### src/dapr_pkg.sv
package dapr_pkg;
  // controller clock period and timing figures
  localparam int CLK_PERIOD_NS = 10;
  localparam int T_RP_NS = 15;
  localparam int T_RC_NS = 60;
  localparam int T_RAS_NS = 45;
  localparam int T_RTP_NS = 8;
  localparam int T_WR_NS = 15;
  localparam int T_RFC_NS = 128;
  localparam int T_REFI_NS = 7800;
  localparam int T_XSNR_NS = 138;
  localparam int T_CKE_CK = 3;
  localparam int T_XP_CK = 2;
  localparam int T_XSRD_CK = 200;
  localparam int T_FCHG_CK = 2;
  localparam int T_DELAY_NS = 20;
  localparam int MAX_POSTED = 8;
  localparam int REFI_SPAN = 9;
  // least times round up
  localparam int T_RP_CK = (T_RP_NS + CLK_PERIOD_NS - 1) / CLK_PERIOD_NS;
  localparam int T_RC_CK = (T_RC_NS + CLK_PERIOD_NS - 1) / CLK_PERIOD_NS;
  localparam int T_RAS_CK = (T_RAS_NS + CLK_PERIOD_NS - 1) / CLK_PERIOD_NS;
  localparam int T_RTP_CK = (T_RTP_NS + CLK_PERIOD_NS - 1) / CLK_PERIOD_NS;
  localparam int T_WR_CK = (T_WR_NS + CLK_PERIOD_NS - 1) / CLK_PERIOD_NS;
  localparam int T_RFC_CK = (T_RFC_NS + CLK_PERIOD_NS - 1) / CLK_PERIOD_NS;
  localparam int T_XSNR_CK = (T_XSNR_NS + CLK_PERIOD_NS - 1) / CLK_PERIOD_NS;
  localparam int T_DELAY_CK = (T_DELAY_NS + CLK_PERIOD_NS - 1) / CLK_PERIOD_NS;
  localparam int T_RTPRP_CK = (T_RTP_NS + T_RP_NS + CLK_PERIOD_NS - 1) / CLK_PERIOD_NS;
  // average interval, a longest time, rounds down
  localparam int T_REFI_CK = T_REFI_NS / CLK_PERIOD_NS;
  localparam int CNT_W = 16;
  localparam int A10_BIT = 10;
  localparam int BANKS = 4;

  // command pins: cs_n, ras_n, cas_n, we_n
  typedef struct packed {
    logic cs_n;
    logic ras_n;
    logic cas_n;
    logic we_n;
  } dapr_cmd_t;
  localparam dapr_cmd_t CMD_NOP = '{1'b0, 1'b1, 1'b1, 1'b1};
  localparam dapr_cmd_t CMD_ACT = '{1'b0, 1'b0, 1'b1, 1'b1};
  localparam dapr_cmd_t CMD_RD = '{1'b0, 1'b1, 1'b0, 1'b1};
  localparam dapr_cmd_t CMD_WR = '{1'b0, 1'b1, 1'b0, 1'b0};
  localparam dapr_cmd_t CMD_REF = '{1'b0, 1'b0, 1'b0, 1'b1};
  localparam dapr_cmd_t CMD_MRS = '{1'b0, 1'b0, 1'b0, 1'b0};

  // user request kinds
  typedef enum logic [3:0] {
    REQ_NONE = 4'h0,
    REQ_ACT = 4'h1,
    REQ_RD_AP = 4'h2,
    REQ_WR_AP = 4'h3,
    REQ_SELF_REF = 4'h4,
    REQ_PDOWN = 4'h5,
    REQ_FREQ_CHG = 4'h6,
    REQ_ABORT = 4'h7
  } dapr_req_t;

  typedef struct packed {
    dapr_req_t kind;
    logic [1:0] bank;
    logic [12:0] addr;
  } dapr_user_t;

  // pin group towards the memory
  typedef struct packed {
    dapr_cmd_t cmd;
    logic cke;
    logic odt;
    logic [1:0] ba;
    logic [12:0] a;
  } dapr_pins_t;
endpackage

### src/dapr_ctrl.sv
`timescale 1ns/1ns
`default_nettype none
// Operation
// - activate after read_with_self_precharge waits rtp+rp
// - reactivate needs trp and trc met
// - write_ap reactivate after wr+rp, trc
// - refresh: cs ras cas low
// - all banks idle trp before refresh
// - wait trfc after refresh
// - post up to eight, gap nine trefi
// - self refresh with odt off, idle
// - hold cke low tcke in self refresh
// - clock may stop after entry
// - exit waits txsnr, txsrd for reads
// - nop during exit, refresh before reentry
// - no power-down during read, write, mrs
// - hold cke low, odt valid tcke
// - exit with nop, wait txp
// - async cke drop needs full reinit
// - freq change in precharge power-down only
module dapr_ctrl
  import dapr_pkg::*;
#(
  parameter int BL = 4,
  parameter int AL = 0,
  parameter int REFI_CK = T_REFI_CK,
  parameter int XSRD_CK = T_XSRD_CK
) (
  input wire logic clk_sys_i,
  input wire logic rstn_i,
  input wire dapr_user_t req_i,
  input wire logic req_valid_i,
  output logic req_ready_o,
  input wire logic wake_i,
  input wire logic clk_stable_i,
  output dapr_pins_t pins_o,
  output logic clk_stop_ok_o,
  output logic freq_chg_ok_o,
  output logic reinit_req_o,
  output logic busy_o
);
  typedef enum logic [3:0] {
    ST_IDLE = 4'h0,
    ST_REF_WAIT = 4'h1,
    ST_SR_ENTER = 4'h2,
    ST_SR = 4'h3,
    ST_SR_EXIT = 4'h4,
    ST_PD = 4'h5,
    ST_PD_EXIT = 4'h6,
    ST_ABORT = 4'h7,
    ST_DLL_RST = 4'h8,
    ST_ODT_OFF = 4'h9
  } dapr_st_t;

  localparam int BL8_EXTRA = (BL == 8) ? 2 : 0;
  // precharge sits at al+bl/2 unless trtp pushes it further out
  localparam int RDAP_ACT_CK = (BL / 2 + T_RP_CK > BL8_EXTRA + T_RTPRP_CK) ?
      AL + BL / 2 + T_RP_CK : AL + BL8_EXTRA + T_RTPRP_CK;
  localparam int WRAP_ACT_CK = AL + BL - 1 + BL / 2 + T_WR_CK + T_RP_CK;
  localparam int RD_BUSY_CK = AL + BL / 2;
  localparam int WR_BUSY_CK = AL + BL - 1 + BL / 2;
  localparam logic [CNT_W-1:0] REFI_W = CNT_W'(REFI_CK);

  dapr_st_t st_r, st_nxt;
  dapr_pins_t pins_r, pins_nxt;
  logic [CNT_W-1:0] refi_cnt_r, refi_cnt_nxt;
  logic [3:0] owed_r, owed_nxt;
  logic [BANKS-1:0] open_r, open_nxt;
  logic extra_ref_r, extra_ref_nxt;
  logic pd_idle_r, pd_idle_nxt;
  logic freq_r, freq_nxt;
  logic [CNT_W-1:0] wait_val;
  logic wait_load, wait_done;
  logic [CNT_W-1:0] io_val;
  logic io_load, io_done;
  logic [BANKS-1:0] act_load;
  logic [CNT_W-1:0] act_val [BANKS];
  logic [BANKS-1:0] act_done;
  logic [BANKS-1:0] rc_done;

  // shared wait for state timings
  dapr_timer u_wait (
    .clk_sys_i(clk_sys_i),
    .rstn_i(rstn_i),
    .load_i(wait_load),
    .val_i(wait_val),
    .done_o(wait_done)
  );

  // read or write burst in flight blocks power-down
  dapr_timer u_io (
    .clk_sys_i(clk_sys_i),
    .rstn_i(rstn_i),
    .load_i(io_load),
    .val_i(io_val),
    .done_o(io_done)
  );

  // per bank: earliest reactivation and row cycle
  for (genvar b = 0; b < BANKS; b++) begin : g_bank
    dapr_timer u_act (
      .clk_sys_i(clk_sys_i),
      .rstn_i(rstn_i),
      .load_i(act_load[b]),
      .val_i(act_val[b]),
      .done_o(act_done[b])
    );
    dapr_timer u_rc (
      .clk_sys_i(clk_sys_i),
      .rstn_i(rstn_i),
      .load_i(act_load[b] && st_r == ST_IDLE && req_i.kind == REQ_ACT),
      .val_i(CNT_W'(T_RC_CK - 1)),
      .done_o(rc_done[b])
    );
  end

  logic bank_ready;
  logic do_ref;
  logic all_idle;
  assign all_idle = (open_r == '0) && (&act_done);
  assign bank_ready = act_done[req_i.bank] && rc_done[req_i.bank];
  // refresh once owed and every bank precharged
  assign do_ref = (owed_r != 4'h0) && all_idle && wait_done;

  // main sequencing
  always_comb begin
    st_nxt = st_r;
    pins_nxt = pins_r;
    pins_nxt.cmd = CMD_NOP;
    pins_nxt.ba = 2'h0;
    pins_nxt.a = 13'h0000;
    open_nxt = open_r;
    extra_ref_nxt = extra_ref_r;
    pd_idle_nxt = pd_idle_r;
    freq_nxt = freq_r;
    owed_nxt = owed_r;
    wait_load = 1'b0;
    wait_val = '0;
    io_load = 1'b0;
    io_val = '0;
    act_load = '0;
    for (int i = 0; i < BANKS; i++) begin
      act_val[i] = '0;
    end
    req_ready_o = 1'b0;
    unique case (st_r)
      ST_IDLE: begin
        pins_nxt.cke = 1'b1;
        pins_nxt.odt = 1'b1; // termination on in normal operation
        if (req_valid_i && req_i.kind == REQ_ABORT) begin
          pins_nxt.cke = 1'b0;
          pins_nxt.odt = 1'b0;
          req_ready_o = 1'b1;
          wait_load = 1'b1;
          wait_val = CNT_W'(T_DELAY_CK);
          st_nxt = ST_ABORT;
        end else if (do_ref) begin
          // issued only with all banks idle past trp
          pins_nxt.cmd = CMD_REF;
          owed_nxt = owed_r - 4'h1;
          extra_ref_nxt = 1'b0;
          wait_load = 1'b1;
          wait_val = CNT_W'(T_RFC_CK - 1);
          st_nxt = ST_REF_WAIT;
        end else if (req_valid_i && wait_done && owed_r < 4'(MAX_POSTED)) begin
          unique case (req_i.kind)
            REQ_ACT: begin
              if (bank_ready && !open_r[req_i.bank]) begin
                pins_nxt.cmd = CMD_ACT;
                pins_nxt.ba = req_i.bank;
                pins_nxt.a = req_i.addr;
                open_nxt[req_i.bank] = 1'b1;
                act_load[req_i.bank] = 1'b1;
                act_val[req_i.bank] = CNT_W'(T_RAS_CK - 1);
                req_ready_o = 1'b1;
              end
            end
            REQ_RD_AP, REQ_WR_AP: begin
              if (open_r[req_i.bank] && act_done[req_i.bank]) begin
                pins_nxt.cmd = (req_i.kind == REQ_RD_AP) ? CMD_RD : CMD_WR;
                pins_nxt.ba = req_i.bank;
                pins_nxt.a = req_i.addr | (13'h0001 << A10_BIT);
                open_nxt[req_i.bank] = 1'b0;
                act_load[req_i.bank] = 1'b1;
                act_val[req_i.bank] = (req_i.kind == REQ_RD_AP) ?
                    CNT_W'(RDAP_ACT_CK - 1) : CNT_W'(WRAP_ACT_CK - 1);
                io_load = 1'b1;
                io_val = (req_i.kind == REQ_RD_AP) ?
                    CNT_W'(RD_BUSY_CK) : CNT_W'(WR_BUSY_CK);
                req_ready_o = 1'b1;
              end
            end
            REQ_SELF_REF: begin
              // odt off first, all banks idle
              if (all_idle && io_done && !extra_ref_r) begin
                pins_nxt.odt = 1'b0;
                wait_load = 1'b1;
                wait_val = CNT_W'(T_CKE_CK);
                st_nxt = ST_ODT_OFF;
                req_ready_o = 1'b1;
              end
            end
            REQ_PDOWN, REQ_FREQ_CHG: begin
              // never while a burst is in progress
              // frequency change needs all banks idle
              if (io_done && (req_i.kind == REQ_PDOWN || all_idle)) begin
                pins_nxt.cke = 1'b0;
                pd_idle_nxt = all_idle;
                freq_nxt = (req_i.kind == REQ_FREQ_CHG);
                if (req_i.kind == REQ_FREQ_CHG) begin
                  pins_nxt.odt = 1'b0;
                end
                wait_load = 1'b1;
                wait_val = (req_i.kind == REQ_FREQ_CHG) ?
                    CNT_W'(T_FCHG_CK) : CNT_W'(T_CKE_CK);
                st_nxt = ST_PD;
                req_ready_o = 1'b1;
              end
            end
            default: begin
              req_ready_o = 1'b1;
            end
          endcase
        end
      end
      ST_REF_WAIT: begin
        if (wait_done) begin
          st_nxt = ST_IDLE;
        end
      end
      ST_ODT_OFF: begin
        if (wait_done) begin
          // self refresh entry: cke low with refresh code
          pins_nxt.cmd = CMD_REF;
          pins_nxt.cke = 1'b0;
          wait_load = 1'b1;
          wait_val = CNT_W'(T_CKE_CK);
          st_nxt = ST_SR_ENTER;
        end
      end
      ST_SR_ENTER: begin
        if (wait_done) begin
          st_nxt = ST_SR;
        end
      end
      ST_SR: begin
        // raise cke only on a stable clock
        if (wake_i && clk_stable_i) begin
          pins_nxt.cke = 1'b1;
          wait_load = 1'b1;
          // one wait covers both; a short read delay must not cut txsnr
          wait_val = CNT_W'((XSRD_CK > T_XSNR_CK) ? XSRD_CK : T_XSNR_CK);
          extra_ref_nxt = 1'b1;
          owed_nxt = (owed_r == 4'h0) ? 4'h1 : owed_r;
          st_nxt = ST_SR_EXIT;
        end
      end
      ST_SR_EXIT: begin
        // wait the longer of the read and non-read exit delays, odt off
        if (wait_done) begin
          st_nxt = ST_IDLE;
        end
      end
      ST_PD: begin
        // cke low, odt held for tcke at least
        if (wait_done && wake_i && clk_stable_i) begin
          // exit with nop and cke high
          pins_nxt.cke = 1'b1;
          wait_load = 1'b1;
          wait_val = CNT_W'(T_XP_CK);
          st_nxt = ST_PD_EXIT;
        end
      end
      ST_PD_EXIT: begin
        if (wait_done) begin
          if (freq_r) begin
            // dll reset via mode register set
            pins_nxt.cmd = CMD_MRS;
            pins_nxt.a = 13'h0100;
            freq_nxt = 1'b0;
            st_nxt = ST_DLL_RST;
            wait_load = 1'b1;
            wait_val = CNT_W'(XSRD_CK);
          end else begin
            st_nxt = ST_IDLE;
          end
        end
      end
      ST_DLL_RST: begin
        // odt kept off until relock
        if (wait_done) begin
          st_nxt = ST_IDLE;
        end
      end
      ST_ABORT: begin
        // contents lost; hold until stable clock
        if (wait_done && clk_stable_i) begin
          open_nxt = '0;
          pins_nxt.cke = 1'b1;
          st_nxt = ST_IDLE;
        end
      end
      default: begin
        st_nxt = ST_IDLE;
      end
    endcase
  end

  // refresh interval ticks; owed debt saturates below
  always_comb begin
    refi_cnt_nxt = refi_cnt_r - 1'b1;
    if (refi_cnt_r == '0) begin
      refi_cnt_nxt = REFI_W - 1'b1;
    end
  end

  logic [3:0] owed_fin;
  // a tick in the same cycle as a refresh still counts
  assign owed_fin = owed_nxt + ((refi_cnt_r == '0 && st_r != ST_SR) ? 4'h1 : 4'h0);

  always_ff @(posedge clk_sys_i or negedge rstn_i) begin
    if (!rstn_i) begin
      st_r <= ST_IDLE;
      pins_r <= '{CMD_NOP, 1'b0, 1'b0, 2'h0, 13'h0000};
      refi_cnt_r <= REFI_W - 1'b1;
      owed_r <= 4'h0;
      open_r <= '0;
      extra_ref_r <= 1'b0;
      pd_idle_r <= 1'b0;
      freq_r <= 1'b0;
    end else begin
      st_r <= st_nxt;
      pins_r <= pins_nxt;
      refi_cnt_r <= refi_cnt_nxt;
      owed_r <= (owed_fin > 4'(MAX_POSTED + 1)) ? 4'(MAX_POSTED + 1) : owed_fin;
      open_r <= open_nxt;
      extra_ref_r <= extra_ref_nxt;
      pd_idle_r <= pd_idle_nxt;
      freq_r <= freq_nxt;
    end
  end

  assign pins_o = pins_r;
  // clock may stop four cycles after entry registers, once the tcke hold ends
  assign clk_stop_ok_o = (st_r == ST_SR) || (st_r == ST_ABORT && wait_done);
  assign freq_chg_ok_o = (st_r == ST_PD) && freq_r && pd_idle_r && wait_done;
  assign reinit_req_o = (st_r == ST_ABORT) && wait_done && clk_stable_i;
  assign busy_o = (st_r != ST_IDLE) || !io_done;
endmodule
`default_nettype wire

### src/dapr_timer.sv
`timescale 1ns/1ns
`default_nettype none
// loadable down counter; done while zero
module dapr_timer
  import dapr_pkg::*;
#(
  parameter int W = CNT_W
) (
  input wire logic clk_sys_i,
  input wire logic rstn_i,
  input wire logic load_i,
  input wire logic [W-1:0] val_i,
  output logic done_o
);
  logic [W-1:0] cnt_r;
  logic [W-1:0] cnt_nxt;

  // load wins over counting so a restart is never lost
  always_comb begin
    cnt_nxt = cnt_r;
    if (load_i) begin
      cnt_nxt = val_i;
    end else if (cnt_r != '0) begin
      cnt_nxt = cnt_r - 1'b1;
    end
  end

  always_ff @(posedge clk_sys_i or negedge rstn_i) begin
    if (!rstn_i) begin
      cnt_r <= '0;
    end else begin
      cnt_r <= cnt_nxt;
    end
  end

  assign done_o = (cnt_r == '0);
endmodule
`default_nettype wire

### config.mk
export PLATFORM = sky130hd
export DESIGN_NAME = dapr_ctrl
export DESIGN_NICKNAME = d
export VERILOG_FILES = /design/src/dapr_pkg.sv /design/src/dapr_ctrl.sv /design/src/dapr_timer.sv
export SDC_FILE = /design/constraint.sdc
export NUM_CORES = 1
export LEC_CHECK = 0
export ABC_AREA = 1
export BUFFER_PORTS_ARGS = -buffer_cell sky130_fd_sc_hd__buf_4
export CORE_ASPECT_RATIO = 1.4
export CORE_MARGIN = 10
export CORE_UTILIZATION = 57
export DETAILED_ROUTE_END_ITERATION = 8
export PLACE_DENSITY = 0.74
export SLEW_MARGIN = 20
export SYNTH_ARGS = -nofsm -noshare
export SYNTH_HDL_FRONTEND = slang
export SYNTH_SLANG_ARGS = --single-unit
### constraint.sdc
create_clock -name clk_sys_i -period 3.6 [get_ports clk_sys_i]
set_input_delay 0.36 -clock clk_sys_i [delete_from_list [all_inputs] [get_ports clk_sys_i]]
set_output_delay 0.36 -clock clk_sys_i [all_outputs]
set_load 0.1 [all_outputs]
; ---- Word-level counts from Yosys, hierarchy flattened
; Cells that the tools add are included.
; Widths: inputs -> output; s select.
[totals]
register_bits = 212
inputBits = 24
output_inout_bits = 26
wordCells = 340
[classes]
add_sub_neg = 13
order_cmp = 6
eq_ne = 37
mux = 164
bitwise = 7
reduce_logical = 88
[ops]
columns = operator, n
row1 = $mux 16, 22
row2 = $mux 64, 5
row3 = $logic_not 16->1, 11
row4 = $sub 16x1->16 const B, 11
row5 = $reduce_bool 16->1, 10
row6 = $mux 4, 35
row7 = $pmux 64 s2, 1
row8 = $and 52x64->64, 1
row9 = $mux 51, 1
row10 = $pmux 4 s2, 6
row11 = $mux 15, 3
row12 = $mux 1, 42
row13 = $pmux 8 s5, 1
row14 = $demux 16 s2, 1
row15 = $eq 4x3->1 const B, 8
row16 = $logic_and 1x1->1, 32
row17 = $pmux 4 s8, 1
row18 = $mux 3, 10
row19 = $pmux 15 s2, 1
row20 = $mux 2, 14
row21 = $pmux 13 s2, 1
row22 = $reduce_bool 2->1, 13
row23 = $mux 8, 3
row24 = $mux 21, 1
row25 = 46 further kinds, 81

; ---- Depth between registers and ports, before layout
; Gate-level depths: netlist (run 1).
[depth]
depth_word = 16
mapped_depth = 23
ltp_nobuf = 23

; ---- Modules after synthesis
; From an unflattened synthesis (run 1), not the netlist that was laid out.
[hier_totals]
cells_unflattened = 2149
hier_area_um2 = 14990.6
[by_module_without_submodules]
columns = mod, instances, cells_per_inst, area_per_inst_um2, seq_area_each_um2
row1 = dapr_timer (g_bank[0].u_act ...), 4, 167, 1184.9, 400.4
row2 = dapr_ctrl, 1, 473, 3494.6, 1286.2
row3 = dapr_timer (g_bank[3].u_rc ...), 3, 168, 1133.6, 400.4
row4 = dapr_timer (g_bank[2].u_act ...), 3, 168, 1118.6, 400.4

; ---- Worst setup path after synthesis (run 1)
; OpenSTA, ideal clock, no wires.
[synth_timing]
path_type = reg2out
startpoint = register u_wait.cnt_r[0]
endpoint = output port freq_chg_ok_o
t_arrival_ps = 3838
t_required_ps = 3240
slack_ps = -598
stages_incl_launch_ff = 7
path_buffers = 0
cell_sequence = dfrtp_1 -> inv_1 -> ha_1 -> nand3_2 -> nor3_4 -> nand2_4 -> nor4_1
[synth_via]
elab_chain_cells = 2
[synth_lines]
columns = item, line_no
row1 = "start, declared", dapr_timer.sv:15  ; logic [W-1:0] cnt_r;
row2 = "start signal, assigned", dapr_timer.sv:32  ; cnt_r <= cnt_nxt;
row3 = $logic_not 16->1, dapr_timer.sv:36  ; assign done_o = (cnt_r == '0);
row4 = $logic_and 1x1->1, dapr_ctrl.sv:346  ; assign freq_chg_ok_o = (st_r == ST_PD) && freq_r && pd_idle_r && wait_done;
row5 = "end, declared", dapr_ctrl.sv:38  ; output logic freq_chg_ok_o,
; No other way between the ends.

; ---- Worst setup path after layout (run 1)
[layout_timing]
startpoint = register g_bank[0].u_rc.cnt_r[0]
endpoint = output port req_ready_o
[layout_via]
elab_chain_cells = 11
[layout_lines]
columns = item, line_no
row1 = "start, declared", dapr_timer.sv:15
row2 = "start signal, assigned", dapr_timer.sv:32
row3 = $logic_not 16->1, dapr_timer.sv:36
row4 = $bmux 1 s2, dapr_ctrl.sv:121  ; assign bank_ready = act_done[req_i.bank] && rc_done[req_i.bank];
row5 = $mux 1 (implied by the code), dapr_ctrl.sv:121
row6 = $logic_and 1x1->1, dapr_ctrl.sv:121
row7 = $logic_and 1x1->1, dapr_ctrl.sv:168  ; if (bank_ready && !open_r[req_i.bank]) begin
row8 = $mux 1, dapr_ctrl.sv:168
row9 = $pmux 1 s4, dapr_ctrl.sv:166  ; unique case (req_i.kind)
row10 = $mux 1, dapr_ctrl.sv:165  ; end else if (req_valid_i && wait_done && owed_r < 4'(MAX_POSTED)) begin
row11 = $mux 1, dapr_ctrl.sv:157  ; end else if (do_ref) begin
row12 = $mux 1, dapr_ctrl.sv:150  ; if (req_valid_i && req_i.kind == REQ_ABORT) begin
row13 = $mux 1, dapr_ctrl.sv:146  ; unique case (st_r)
row14 = "end, declared", dapr_ctrl.sv:33  ; output logic req_ready_o,
; No other way between the ends. The select of a mux whose other input is x is not followed.

==> results of run 1 <==
layer usage:
metal | GRT usage | up-vias | share of wire
li1 | - | 5507 | -
met3 | 0.02810 | 87 | 0.042
met4 | 0.08296 | 0 | 0.038
met1 | 0.2323 | 5163 | 0.42
met5 | 0 | - | 0
met2 | 0.3729 | 242 | 0.50
state kept, by name, summed over array words and instances (netlist names), 4 cells and up:
name and count:
open_r 4, pins_o 20, g_bank.u_act.cnt_r 64, u_wait.cnt_r 16, u_io.cnt_r 16, g_bank.u_rc.cnt_r 64, refi_cnt_r 16, st_r 4
owed_r 4
through the flow:
| stage | setup WS, ns | power [mW] | TNS, ns | cells |
|---|---|---|---|---|
| 3_3_place_gp | 0.7200 | 8.002 | 0 | 2055 |
| 2_1_floorplan | 0.1062 | 7.170 | 0 | 1713 |
| 5_1_grt | -0.03820 | 11.50 | -0.03820 | 2100 |
| 4_1_cts | 0.08906 | 10.64 | 0 | 2097 |
| 3_5_place_dp | 0.5997 | 8.133 | 0 | 2055 |
| 6_report | 0.2231 | 10.58 | 0 | 2100 |
layout by cell type (no fill, tap or decap), types with 3 or more instances in the layout:
master and n:
inv_1 318, nand2_1 298, nor2_1 296, dfrtp_1 203, nand3_1 133, xor2_1 81
buf_4 59, nor3_1 54, o21ai_0 52, xnor2_1 42, nand4_1 36, a21oi_1 31
ha_1 24, clkbuf_16 23, nor4_1 15, o21ai_1 10, or2_2 8, dfstp_2 8
nor2_2 7, o211ai_1 7, nand2_2 6, nand3_2 5, inv_2 5, clkbuf_1 5
nor3_2 4, nand2_4 4, a22oi_1 4, nand3b_1 4, a211oi_1 4, clkbuf_8 4
nor2_4 3, and3_1 3, mux2i_1 3, clkinv_2 3, bufinv_16 3, clkinvlp_4 3
what timing repair did:
action | 4_1_cts | 5_1_grt
endpoints found under the hold margin | 99 | 0
endpoints found under the setup margin | 0 | 1
gates resized for setup | 0 | 4
hold buffers | 1 | 0
buffers inserted | 0 | 3
cell usage after synthesis, types with 5 or more instances:
master	count	area (µm²)
dfstp_2	8	210.2
o21ai_1	10	50.05
nor2_1	296	1111
nand4_1	36	225.2
dfrtp_1	203	5080
o211ai_1	7	52.55
clkbuf_1	5	18.77
xnor2_1	42	367.9
a21oi_1	31	155.2
inv_2	5	18.77
nor2_2	7	43.79
inv_1	318	1194
o21ai_0	52	260.3
nor3_1	54	270.3
nand3_1	134	670.6
or2_2	8	50.05
buf_2	5	25.02
nand2_1	298	1119
nand2_2	6	37.54
ha_1	24	300.3
xor2_1	81	709.4
nor4_1	17	106.4
cell type report:
| class | count | area, µm² |
|---|---|---|
| Clock buffer | 32 | 649.4 |
| Clock inverter | 9 | 127.6 |
| Fill cell | 1963 | 7604 |
| Inverter | 325 | 1220 |
| Multi-Input combinational cell | 1163 | 6096 |
| Sequential cell | 211 | 5290 |
| Tap cell | 297 | 371.6 |
| Timing Repair Buffer | 63 | 503.0 |
cells by family (layout without fill, tap and decap cells):
kind of cell | count (synthesis) | in the layout | synth area share
compound gates | 121 | 121 | 0.05417
xor+xnor | 123 | 123 | 0.08510
fa+ha+maj | 24 | 24 | 0.02372
buf+inv | 339 | 429 | 0.1019
flops | 211 | 211 | 0.4179
mux | 3 | 3 | 0.002372
other cells | 1 | 1 | 0.0002962
simple gates | 891 | 891 | 0.3145
how the worst max path moves through the flow:
| stage | start | slack (ns) | endpoint |
|---|---|---|---|
| 6_report | g_bank[0].u_rc.cnt_r[0] | 0.22 | req_ready_o |
| 5_1_grt | g_bank[0].u_rc.cnt_r[0] | -0.04 | req_ready_o |
| 4_1_cts | g_bank[0].u_rc.cnt_r[0] | 0.09 | req_ready_o |
| 3_5_place_dp | g_bank[1].u_act.cnt_r[0] | 0.60 | owed_r[0] |
| 3_3_place_gp | g_bank[1].u_act.cnt_r[0] | 0.72 | owed_r[0] |
| 2_1_floorplan | u_wait.cnt_r[0] | 0.11 | clk_stop_ok_o |
critical path, stage by stage, from the launching register on:
cell and delay [ns]:
dfrtp_1 0.39, inv_1 0.13, ha_1 0.19, inv_1 0.06, nor4_2 0.30, nand3_2 0.23
nand2_1 0.15, nand2_1 0.06, nor2_1 0.14, nand3_2 0.14, nand2_4 0.14, inv_2 0.07
nand4_1 0.07, nand3_1 0.07, nand2_1 0.14, buf_8 0.21
power by group:
| part | total (mW) | leakage (nW) | internal [mW] | switching (mW) |
|---|---|---|---|---|
| clock network | 2.41 | 0.373 | 1.47 | 0.940 |
| logic | 4.13 | 4.37 | 1.50 | 2.64 |
| registers | 4.03 | 2.57 | 3.25 | 0.780 |
==> impl_metrics.json, run 1 <==
{
  "fin_hold_ws_ns": 0.06599,
  "hp-class": "in2reg",
  "core_um2": 21860,
  "synth.distinct_cells": 54,
  "track_usage": 0.2033,
  "status": "finished, final reports clean",
  "hpwl_um": 22000,
  "drt-vias-per-instance": 5.238,
  "whs_path_depth": 3,
  "port_buffers": 48,
  "ir_drop_uv": 472.3,
  "final_util": 0.6522,
  "hold_viol": 0,
  "cp_max_fo": 7,
  "grt_max_degree": 103,
  "cts_buffers": 23,
  "min_to": "pins_o[12]",
  "antenna_found_initial": 0,
  "r2r_slack_ns": 0.52,
  "worstSetupEndpointType": "primary output",
  "antenna_cells": 0,
  "clk_latency_ns": 0.51,
  "cts.sink_count": 211,
  "fp.dieH_um": 196.3,
  "p_leak_nw": 7.311,
  "finalSetupViolCount": 0,
  "synth_edf_count": 0,
  "place_congestion": 0.9501,
  "relSlewSlack": 0.4969,
  "path_class": "reg2out",
  "path_clk_slew_ns": 0.06,
  "synth-async-reset-ratio": 1.000,
  "cts_tree": "yes",
  "power.density_nw_per_um2": 741.9,
  "r2r-start": "g_bank[2].u_act.cnt_r[0]",
  "worst_pin_slew_ns": 0.7546,
  "antenna_left": 0,
  "fin_crit_ns": 3.377,
  "ys_seq_elements": 211,
  "synth_cells": 1713,
  "stdcell_area_um2": 14260,
  "cp.arrival_ns": 3.02,
  "drive_gt1_frac": 0.08763,
  "htree_levels": 1,
  "critPathRequiredTime_ns": 3.24,
  "area_delta_synth_final_pct": 12.63,
  "via_count": 10999,
  "grt_pass1_wl_um": 49980,
  "syn_avg_cell_area_um2": 7.390,
  "mappedNetlistNets": 1761,
  "yosysSeqAreaShare": 0.4179,
  "post-route-period-util": 0.9380,
  "drt-initial-drc-count": 565,
  "firstDrtPassIters": 7,
  "cts_root_buf": "clkbuf_16",
  "dieArea_um2": 28650,
  "r2r-end": "owed_r[0]",
  "startpoint_type": "flip-flop",
  "start_util": 0.5790,
  "ys.flop_type": "dfrtp_1",
  "slew_violations": 0,
  "cts_buffer_depth": 3,
  "die_w_um": 145.9,
  "dpl_cell_area_um2": 13430,
  "nets": 1835,
  "reg2reg_depth": 20,
  "wl_per_cell_um": 13.90,
  "rows": 64,
  "num_io_pins": 50,
  "maxCapViolations": 0,
  "grt_pass1_vias": 11035,
  "fmax_mhz": 296.1,
  "totalWireLength_um": 29190,
  "yosys_warnings": 0,
  "finClkSkew_ns": 0.01033,
  "drc": 0,
  "min_from": "req_i[12]",
  "overflow": 0,
  "netlist_area_um2": 12660
}
No activity file was read; power rests on OpenSTA's default activity.
==> inputs of run 2 (changes only) <==
--- a/config.mk
+++ b/config.mk
@@ -7,11 +7,13 @@
 export LEC_CHECK = 0
 export ABC_AREA = 1
 export BUFFER_PORTS_ARGS = -buffer_cell sky130_fd_sc_hd__buf_4
+export CELL_PAD_IN_SITES_DETAIL_PLACEMENT = 0
+export CELL_PAD_IN_SITES_GLOBAL_PLACEMENT = 2
 export CORE_ASPECT_RATIO = 1.4
 export CORE_MARGIN = 10
-export CORE_UTILIZATION = 57
+export CORE_UTILIZATION = 33
 export DETAILED_ROUTE_END_ITERATION = 8
-export PLACE_DENSITY = 0.74
+export PLACE_DENSITY_LB_ADDON = 0.1
 export SLEW_MARGIN = 20
 export SYNTH_ARGS = -nofsm -noshare
 export SYNTH_HDL_FRONTEND = slang
==> constraint.sdc (replaced) <==
create_clock -name clk_sys_i -period 2.7 [get_ports clk_sys_i]
set_input_delay 0.27 -clock clk_sys_i [delete_from_list [all_inputs] [get_ports clk_sys_i]]
set_output_delay 0.27 -clock clk_sys_i [all_outputs]
set_load 0.1 [all_outputs]
==> run 2 against run 1 <==
  * The run now ends with setup timing left
  * Global-route usage down 4.4 points
  * Critical path depth up 2
  * Worst setup slack worse by 0.46 ns
  * Register-to-register slack worse by 0.58 ns
  * Critical path type unchanged
  * Largest power group unchanged
==> impl_metrics.json, run 2 (synthesis results as in run 1) <==
{
  "area_delta_synth_final_pct": 33.06,
  "drc": 0,
  "port_buffers": 48,
  "place_congestion": 0.8629,
  "htree_levels": 1,
  "maxCapViolations": 0,
  "fp.dieH_um": 251.7,
  "drt-vias-per-instance": 4.633,
  "slew_violations": 0,
  "multi_input_area_um2": 6600,
  "status": "complete, but fails checks",
  "hp-class": "in2reg",
  "p_leak_nw": 8.483,
  "path_clk_slew_ns": 0.06,
  "track_usage": 0.1596,
  "firstDrtPassIters": 5,
  "place_ws_ns": -0.04134,
  "totalWireLength_um": 37120,
  "power.density_nw_per_um2": 965.4,
  "layout_commonest_cell": "inv_1",
  "cts_buffer_depth": 3,
  "dpl_cell_area_um2": 14830,
  "nets": 2054,
  "post-route-period-util": 1.086,
  "via_count": 11574,
  "fin_crit_ns": 2.933,
  "cp_max_fo": 2,
  "antenna_cells": 0,
  "path_delay_family": "simple AND/OR/NAND/NOR gates",
  "crit_slowest_cell": "dfrtp_1",
  "grt_pass1_vias": 12016,
  "cts_root_buf": "clkbuf_16",
  "fmax_mhz": 341.0,
  "grt_setup_unrepaired": "yes",
  "grt_pass1_wl_um": 60610,
  "rows": 84,
  "path_class": "reg2out",
  "cts_tree": "yes",
  "start_util": 0.3355,
  "slowest_delay_ns": 0.40,
  "fin_hold_ws_ns": 0.08583,
  "grt_max_degree": 82,
  "final-seq-area_um2": 5290,
  "worstSetupEndpointType": "primary output",
  "drt-initial-drc-count": 535,
  "violations": "setup timing",
  "dieArea_um2": 46700,
  "worst_pin_slew_ns": 0.7067,
  "antenna_left": 0,
  "crit_chain": "inv_2, ha_4, inv_4, nor2_4, nand2_2, nor2_2, nand2_2, buf_6, nand2_4, and3_4, nand3_4, nand2_4, inv_2, nand4_1, nand3_2, nand2_2, buf_12",
  "cts_buffers": 26,
  "crit_buf_inv": 5,
  "stdcell_area_um2": 16840,
  "die_w_um": 185.5,
  "crit_top_cell": "nand2_2",
  "num_io_pins": 50,
  "drive_gt1_frac": 0.2351,
  "total_power_mw": 16.26,
  "place_inst": 2381,
  "fillers": 3886,
  "wl_per_cell_um": 14.86,
  "setup_slack_ns": -0.2329,
  "final_cell_mix": "295 x inv_1, 269 x nand2_1, 266 x nor2_1",
  "cts.sink_count": 211,
  "final_util": 0.4464,
  "startpoint_type": "flip-flop",
  "ir_drop_uv": 466.3,
  "relSlewSlack": 0.5245,
  "clk_latency_ns": 0.55,
  "core_um2": 37730,
  "finalSetupViolCount": 4,
  "finClkSkew_ns": 0.01727,
  "final_cells": 2498,
  "cp.arrival_ns": 2.66,
  "overflow": 0,
  "hold_viol": 0,
  "critPathRequiredTime_ns": 2.43,
  "final.setup.tns_ns": -0.3490,
  "hpwl_um": 28170,
  "antenna_found_initial": 0
}
[run 2: changes by cell type in the layout (fill, tap and decap cells not counted), moves of 17 or more]
cell	previous run	this run
nand2_2	6	28
nor2_1	296	266
inv_1	318	295
nand2_1	298	269
nor2_2	7	24
inv_2	5	26
buf_4	59	242
[run 2: area by class of cell]
cell class	count	area share
Clock buffer	38	0.04308
Clock inverter	9	0.007800
Inverter	325	0.07295
Multi-Input combinational cell	1163	0.3918
Sequential cell	211	0.3141
Tap cell	473	0.03514
Timing Repair Buffer	279	0.1351
[run 2: worst paths after layout]
check                                         startpoint              to  slack [ns]  depth (start not counted)
worst max-delay path            g_bank[1].u_act.cnt_r[0]     req_ready_o       -0.23                         17
worst max register to register  g_bank[1].u_act.cnt_r[0]       owed_r[0]       -0.06                         23
min in group asynchronous                         rstn_i  refi_cnt_r[13]        0.31                          2
worst min register to register             refi_cnt_r[0]   refi_cnt_r[0]        0.46                          1
worst min-delay path                           req_i[14]      pins_o[14]        0.09                          3
max in group asynchronous                         rstn_i   refi_cnt_r[0]        1.63                          3
[run 2: timing repair]
item | in CTS | in global routing
endpoints found under the hold margin | 85 | 0
setup buffers | 44 | 19
endpoints found under the setup margin | 9 | 120
gates cloned | 0 | 1
pin swaps | 45 | 38
hold buffers | 13 | 0
resized for setup | 100 | 82
[run 2: tightest hold or removal path: cells and delay by family]
kind	cells	cell delay, ns
buffers and inverters	2	0.21
AND/OR/NAND/NOR	1	0.11
[run 2: metal layers]
metal	vias up	GRT usage	share of wire
met3	49	0.02258	0.035
met1	5438	0.1897	0.43
met5	-	0	0
li1	5948	-	-
met4	0	0.04539	0.023
met2	139	0.2893	0.51
[run 2: report_power, final]
part	internal [mW]	leakage, nW	switching [mW]
clock	2.14	0.421	1.41
combinational	3.22	5.50	4.18
sequential	4.34	2.57	0.973
total	9.71	8.48	6.56
==> inputs of run 3 (changes only) <==
--- a/config.mk
+++ b/config.mk
@@ -5,13 +5,12 @@
 export SDC_FILE = /design/constraint.sdc
 export NUM_CORES = 1
 export LEC_CHECK = 0
-export ABC_AREA = 1
 export BUFFER_PORTS_ARGS = -buffer_cell sky130_fd_sc_hd__buf_4
 export CELL_PAD_IN_SITES_DETAIL_PLACEMENT = 0
 export CELL_PAD_IN_SITES_GLOBAL_PLACEMENT = 2
 export CORE_ASPECT_RATIO = 1.4
 export CORE_MARGIN = 10
-export CORE_UTILIZATION = 33
+export CORE_UTILIZATION = 36
 export DETAILED_ROUTE_END_ITERATION = 8
 export PLACE_DENSITY_LB_ADDON = 0.1
 export SLEW_MARGIN = 20
==> run 3 against run 2 <==
  * Worst setup slack got worse by 0.43 ns
  * Combinational power decreased by 14%
  * Global-route usage decreased by 0.25 points
  * Sequential power decreased by 7.3%
  * Via count decreased by 17%
  * Clock skew increased by 0.0047 ns
  * Critical endpoint unchanged
  * The run still ends with setup timing left
  * Maximum frequency decreased by 13%
  * Total power decreased by 8.0%
==> impl_metrics.json, run 3 <==
{
  "status": "complete, but fails checks",
  "violations": "setup timing",
  "track_usage": 0.1571,
  "netlist_area_um2": 11030,
  "crit_chain": "nor4_2, buf_4, nand4_1, or4_4, nor2_4, a21oi_1, or3b_4, a21oi_4, buf_12",
  "synth-async-reset-ratio": 1.000,
  "fmax_mhz": 297.2,
  "cts_buffers": 24,
  "overflow": 0,
  "hpwl_um": 22440,
  "syn_avg_cell_area_um2": 9.770,
  "synthTopCellsByArea": "dfrtp_1 46%, xnor2_1 6.1%, xor2_1 5.2%",
  "worstSetupEndpointType": "primary output",
  "setup_slack_ns": -0.6653,
  "place_ws_ns": -0.4152,
  "slew_violations": 0,
  "drt-initial-drc-count": 428,
  "htree_levels": 1,
  "stdcell_area_um2": 15940,
  "ys.flop_type": "dfrtp_1",
  "drt-vias-per-instance": 5.065,
  "maxCapViolations": 0,
  "synth_top_area_frac": 0.4605,
  "synth_area_leader_cell": "dfrtp_1",
  "p_leak_nw": 7.422,
  "power.density_nw_per_um2": 938.2,
  "yosysSeqAreaShare": 0.4796,
  "synth_cells": 1129,
  "antenna_found_initial": 0,
  "total_power_mw": 14.96,
  "synthTopCellsByCount": "203 x dfrtp_1, 127 x nor2_1, 112 x nand2_1, 77 x xnor2_1, 65 x xor2_1",
  "final.setup.tns_ns": -2.609,
  "cp_max_fo": 3,
  "worst_pin_slew_ns": 0.6712,
  "area_delta_synth_final_pct": 44.52,
  "cts.sink_count": 211,
  "start_util": 0.3662,
  "hp-class": "in2reg",
  "die_w_um": 167.9,
  "hold_viol": 0,
  "relSlewSlack": 0.5526,
  "core_um2": 30120,
  "final_cell_mix": "317 x buf_4, 203 x dfrtp_1, 116 x nor2_1",
  "cts_root_buf": "clkbuf_16",
  "ys_seq_elements": 211,
  "synth.distinct_cells": 77,
  "crit_slowest_cell": "or4_4",
  "grt_pass1_wl_um": 50080,
  "path_clk_slew_ns": 0.06,
  "num_io_pins": 50,
  "synth_edf_count": 0,
  "grt_setup_unrepaired": "yes",
  "cts_buffer_depth": 3,
  "rows": 75,
  "synth.most_common_cell": "dfrtp_1",
  "clk_latency_ns": 0.54,
  "startpoint_type": "flip-flop",
  "antenna_left": 0,
  "fp.dieH_um": 227.1,
  "drc": 0,
  "fillers": 2778,
  "drive_gt1_frac": 0.3560,
  "grt_pass1_vias": 9874,
  "port_buffers": 48,
  "path_class": "reg2out",
  "yosys_warnings": 0,
  "place_congestion": 0.8762,
  "cts_tree": "yes",
  "dieArea_um2": 38140,
  "wl_per_cell_um": 16.14,
  "cp.arrival_ns": 3.10,
  "grt_max_degree": 81,
  "finClkSkew_ns": 0.02200,
  "fin_crit_ns": 3.365,
  "via_count": 9562,
  "post-route-period-util": 1.246,
  "mappedNetlistNets": 1177,
  "dpl_cell_area_um2": 13920,
  "totalWireLength_um": 30480,
  "nets": 1533,
  "critPathRequiredTime_ns": 2.43,
  "antenna_cells": 0,
  "slowest_delay_ns": 0.61,
  "ir_drop_uv": 573.2,
  "layout_commonest_cell": "buf_4",
  "firstDrtPassIters": 4,
  "finalSetupViolCount": 29
}
run 3: area by class of cell:
cell class	count	area, µm²	share of cell area
clock buffer	29	649.4	0.04073
clock inverter	15	244.0	0.01530
inverter	36	135.1	0.008477
multi-input combinational	856	6270	0.3933
sequential	211	5290	0.3318
tap	385	481.7	0.03022
timing repair buffer	356	2872	0.1801
run 3: logic make-up after synthesis:
logic type / synth area share
muxes: 0.01872
buffers and inverters: 0.02212
other: 0.0003400
xor gates and xnor gates: 0.1128
adders and majority gates: 0.02722
and+or+nand+nor: 0.2604
AOI/OAI and AO/OA: 0.07884
DFF: 0.4796
run 3: worst max-delay path: cells and delay by family, from the launching register on:
family          cells  cell delay, ns
compound gates      2            0.23
flops               1            0.41
buf+inv             2            0.35
simple gates        5            1.56
run 3: stage by stage:
stage               hold slack [ns]  utilization  std cells
floorplan                  -0.02559            -       1129
global placement             0.3142       0.4623       1792
detailed placement           0.3089       0.4623       1792
CTS                          0.1184       0.5101       1864
global route                 0.1474       0.5292       1888
finish                       0.1599       0.5292       1888
run 3: layer usage:
layer | global-route usage | wire, µm | vias to the layer above
li1 | - | - | 4706
met1 | 0.1834 | 12690 | 4652
met2 | 0.2839 | 15800 | 146
met3 | 0.02503 | 1066 | 58
met4 | 0.05656 | 919 | 0
met5 | 0 | 0 | -
run 3: report_power, final:
part	internal (mW)	switching [mW]	total, mW
sequential	4.15	0.775	4.92
clock	2.29	1.39	3.69
combinational	3.28	3.07	6.35
run 3: worst paths after layout:
| path | startpoint | end | slack [ns] | depth (start not counted) |
|---|---|---|---|---|
| min reg2reg | g_bank[2].u_rc.cnt_r[15] | g_bank[2].u_rc.cnt_r[15] | 0.47 | 1 |
| max | g_bank[0].u_act.cnt_r[13] | req_ready_o | -0.67 | 9 |
| max in group asynchronous | rstn_i | pins_o[17] | 1.60 | 3 |
| min | req_i[14] | open_r[3] | 0.16 | 3 |
| max reg2reg | g_bank[3].u_act.cnt_r[7] | owed_r[0] | -0.41 | 17 |
| min in group asynchronous | rstn_i | g_bank[3].u_rc.cnt_r[13] | 0.29 | 2 |
run 3: what timing repair did:
| item | in CTS | in global routing |
|---|---|---|
| hold buffers | 13 | 0 |
| pin swaps | 40 | 40 |
| hold endpoints to repair | 89 | 0 |
| buffers inserted | 16 | 26 |
| setup endpoints to repair | 69 | 96 |
| gates resized for setup | 69 | 92 |
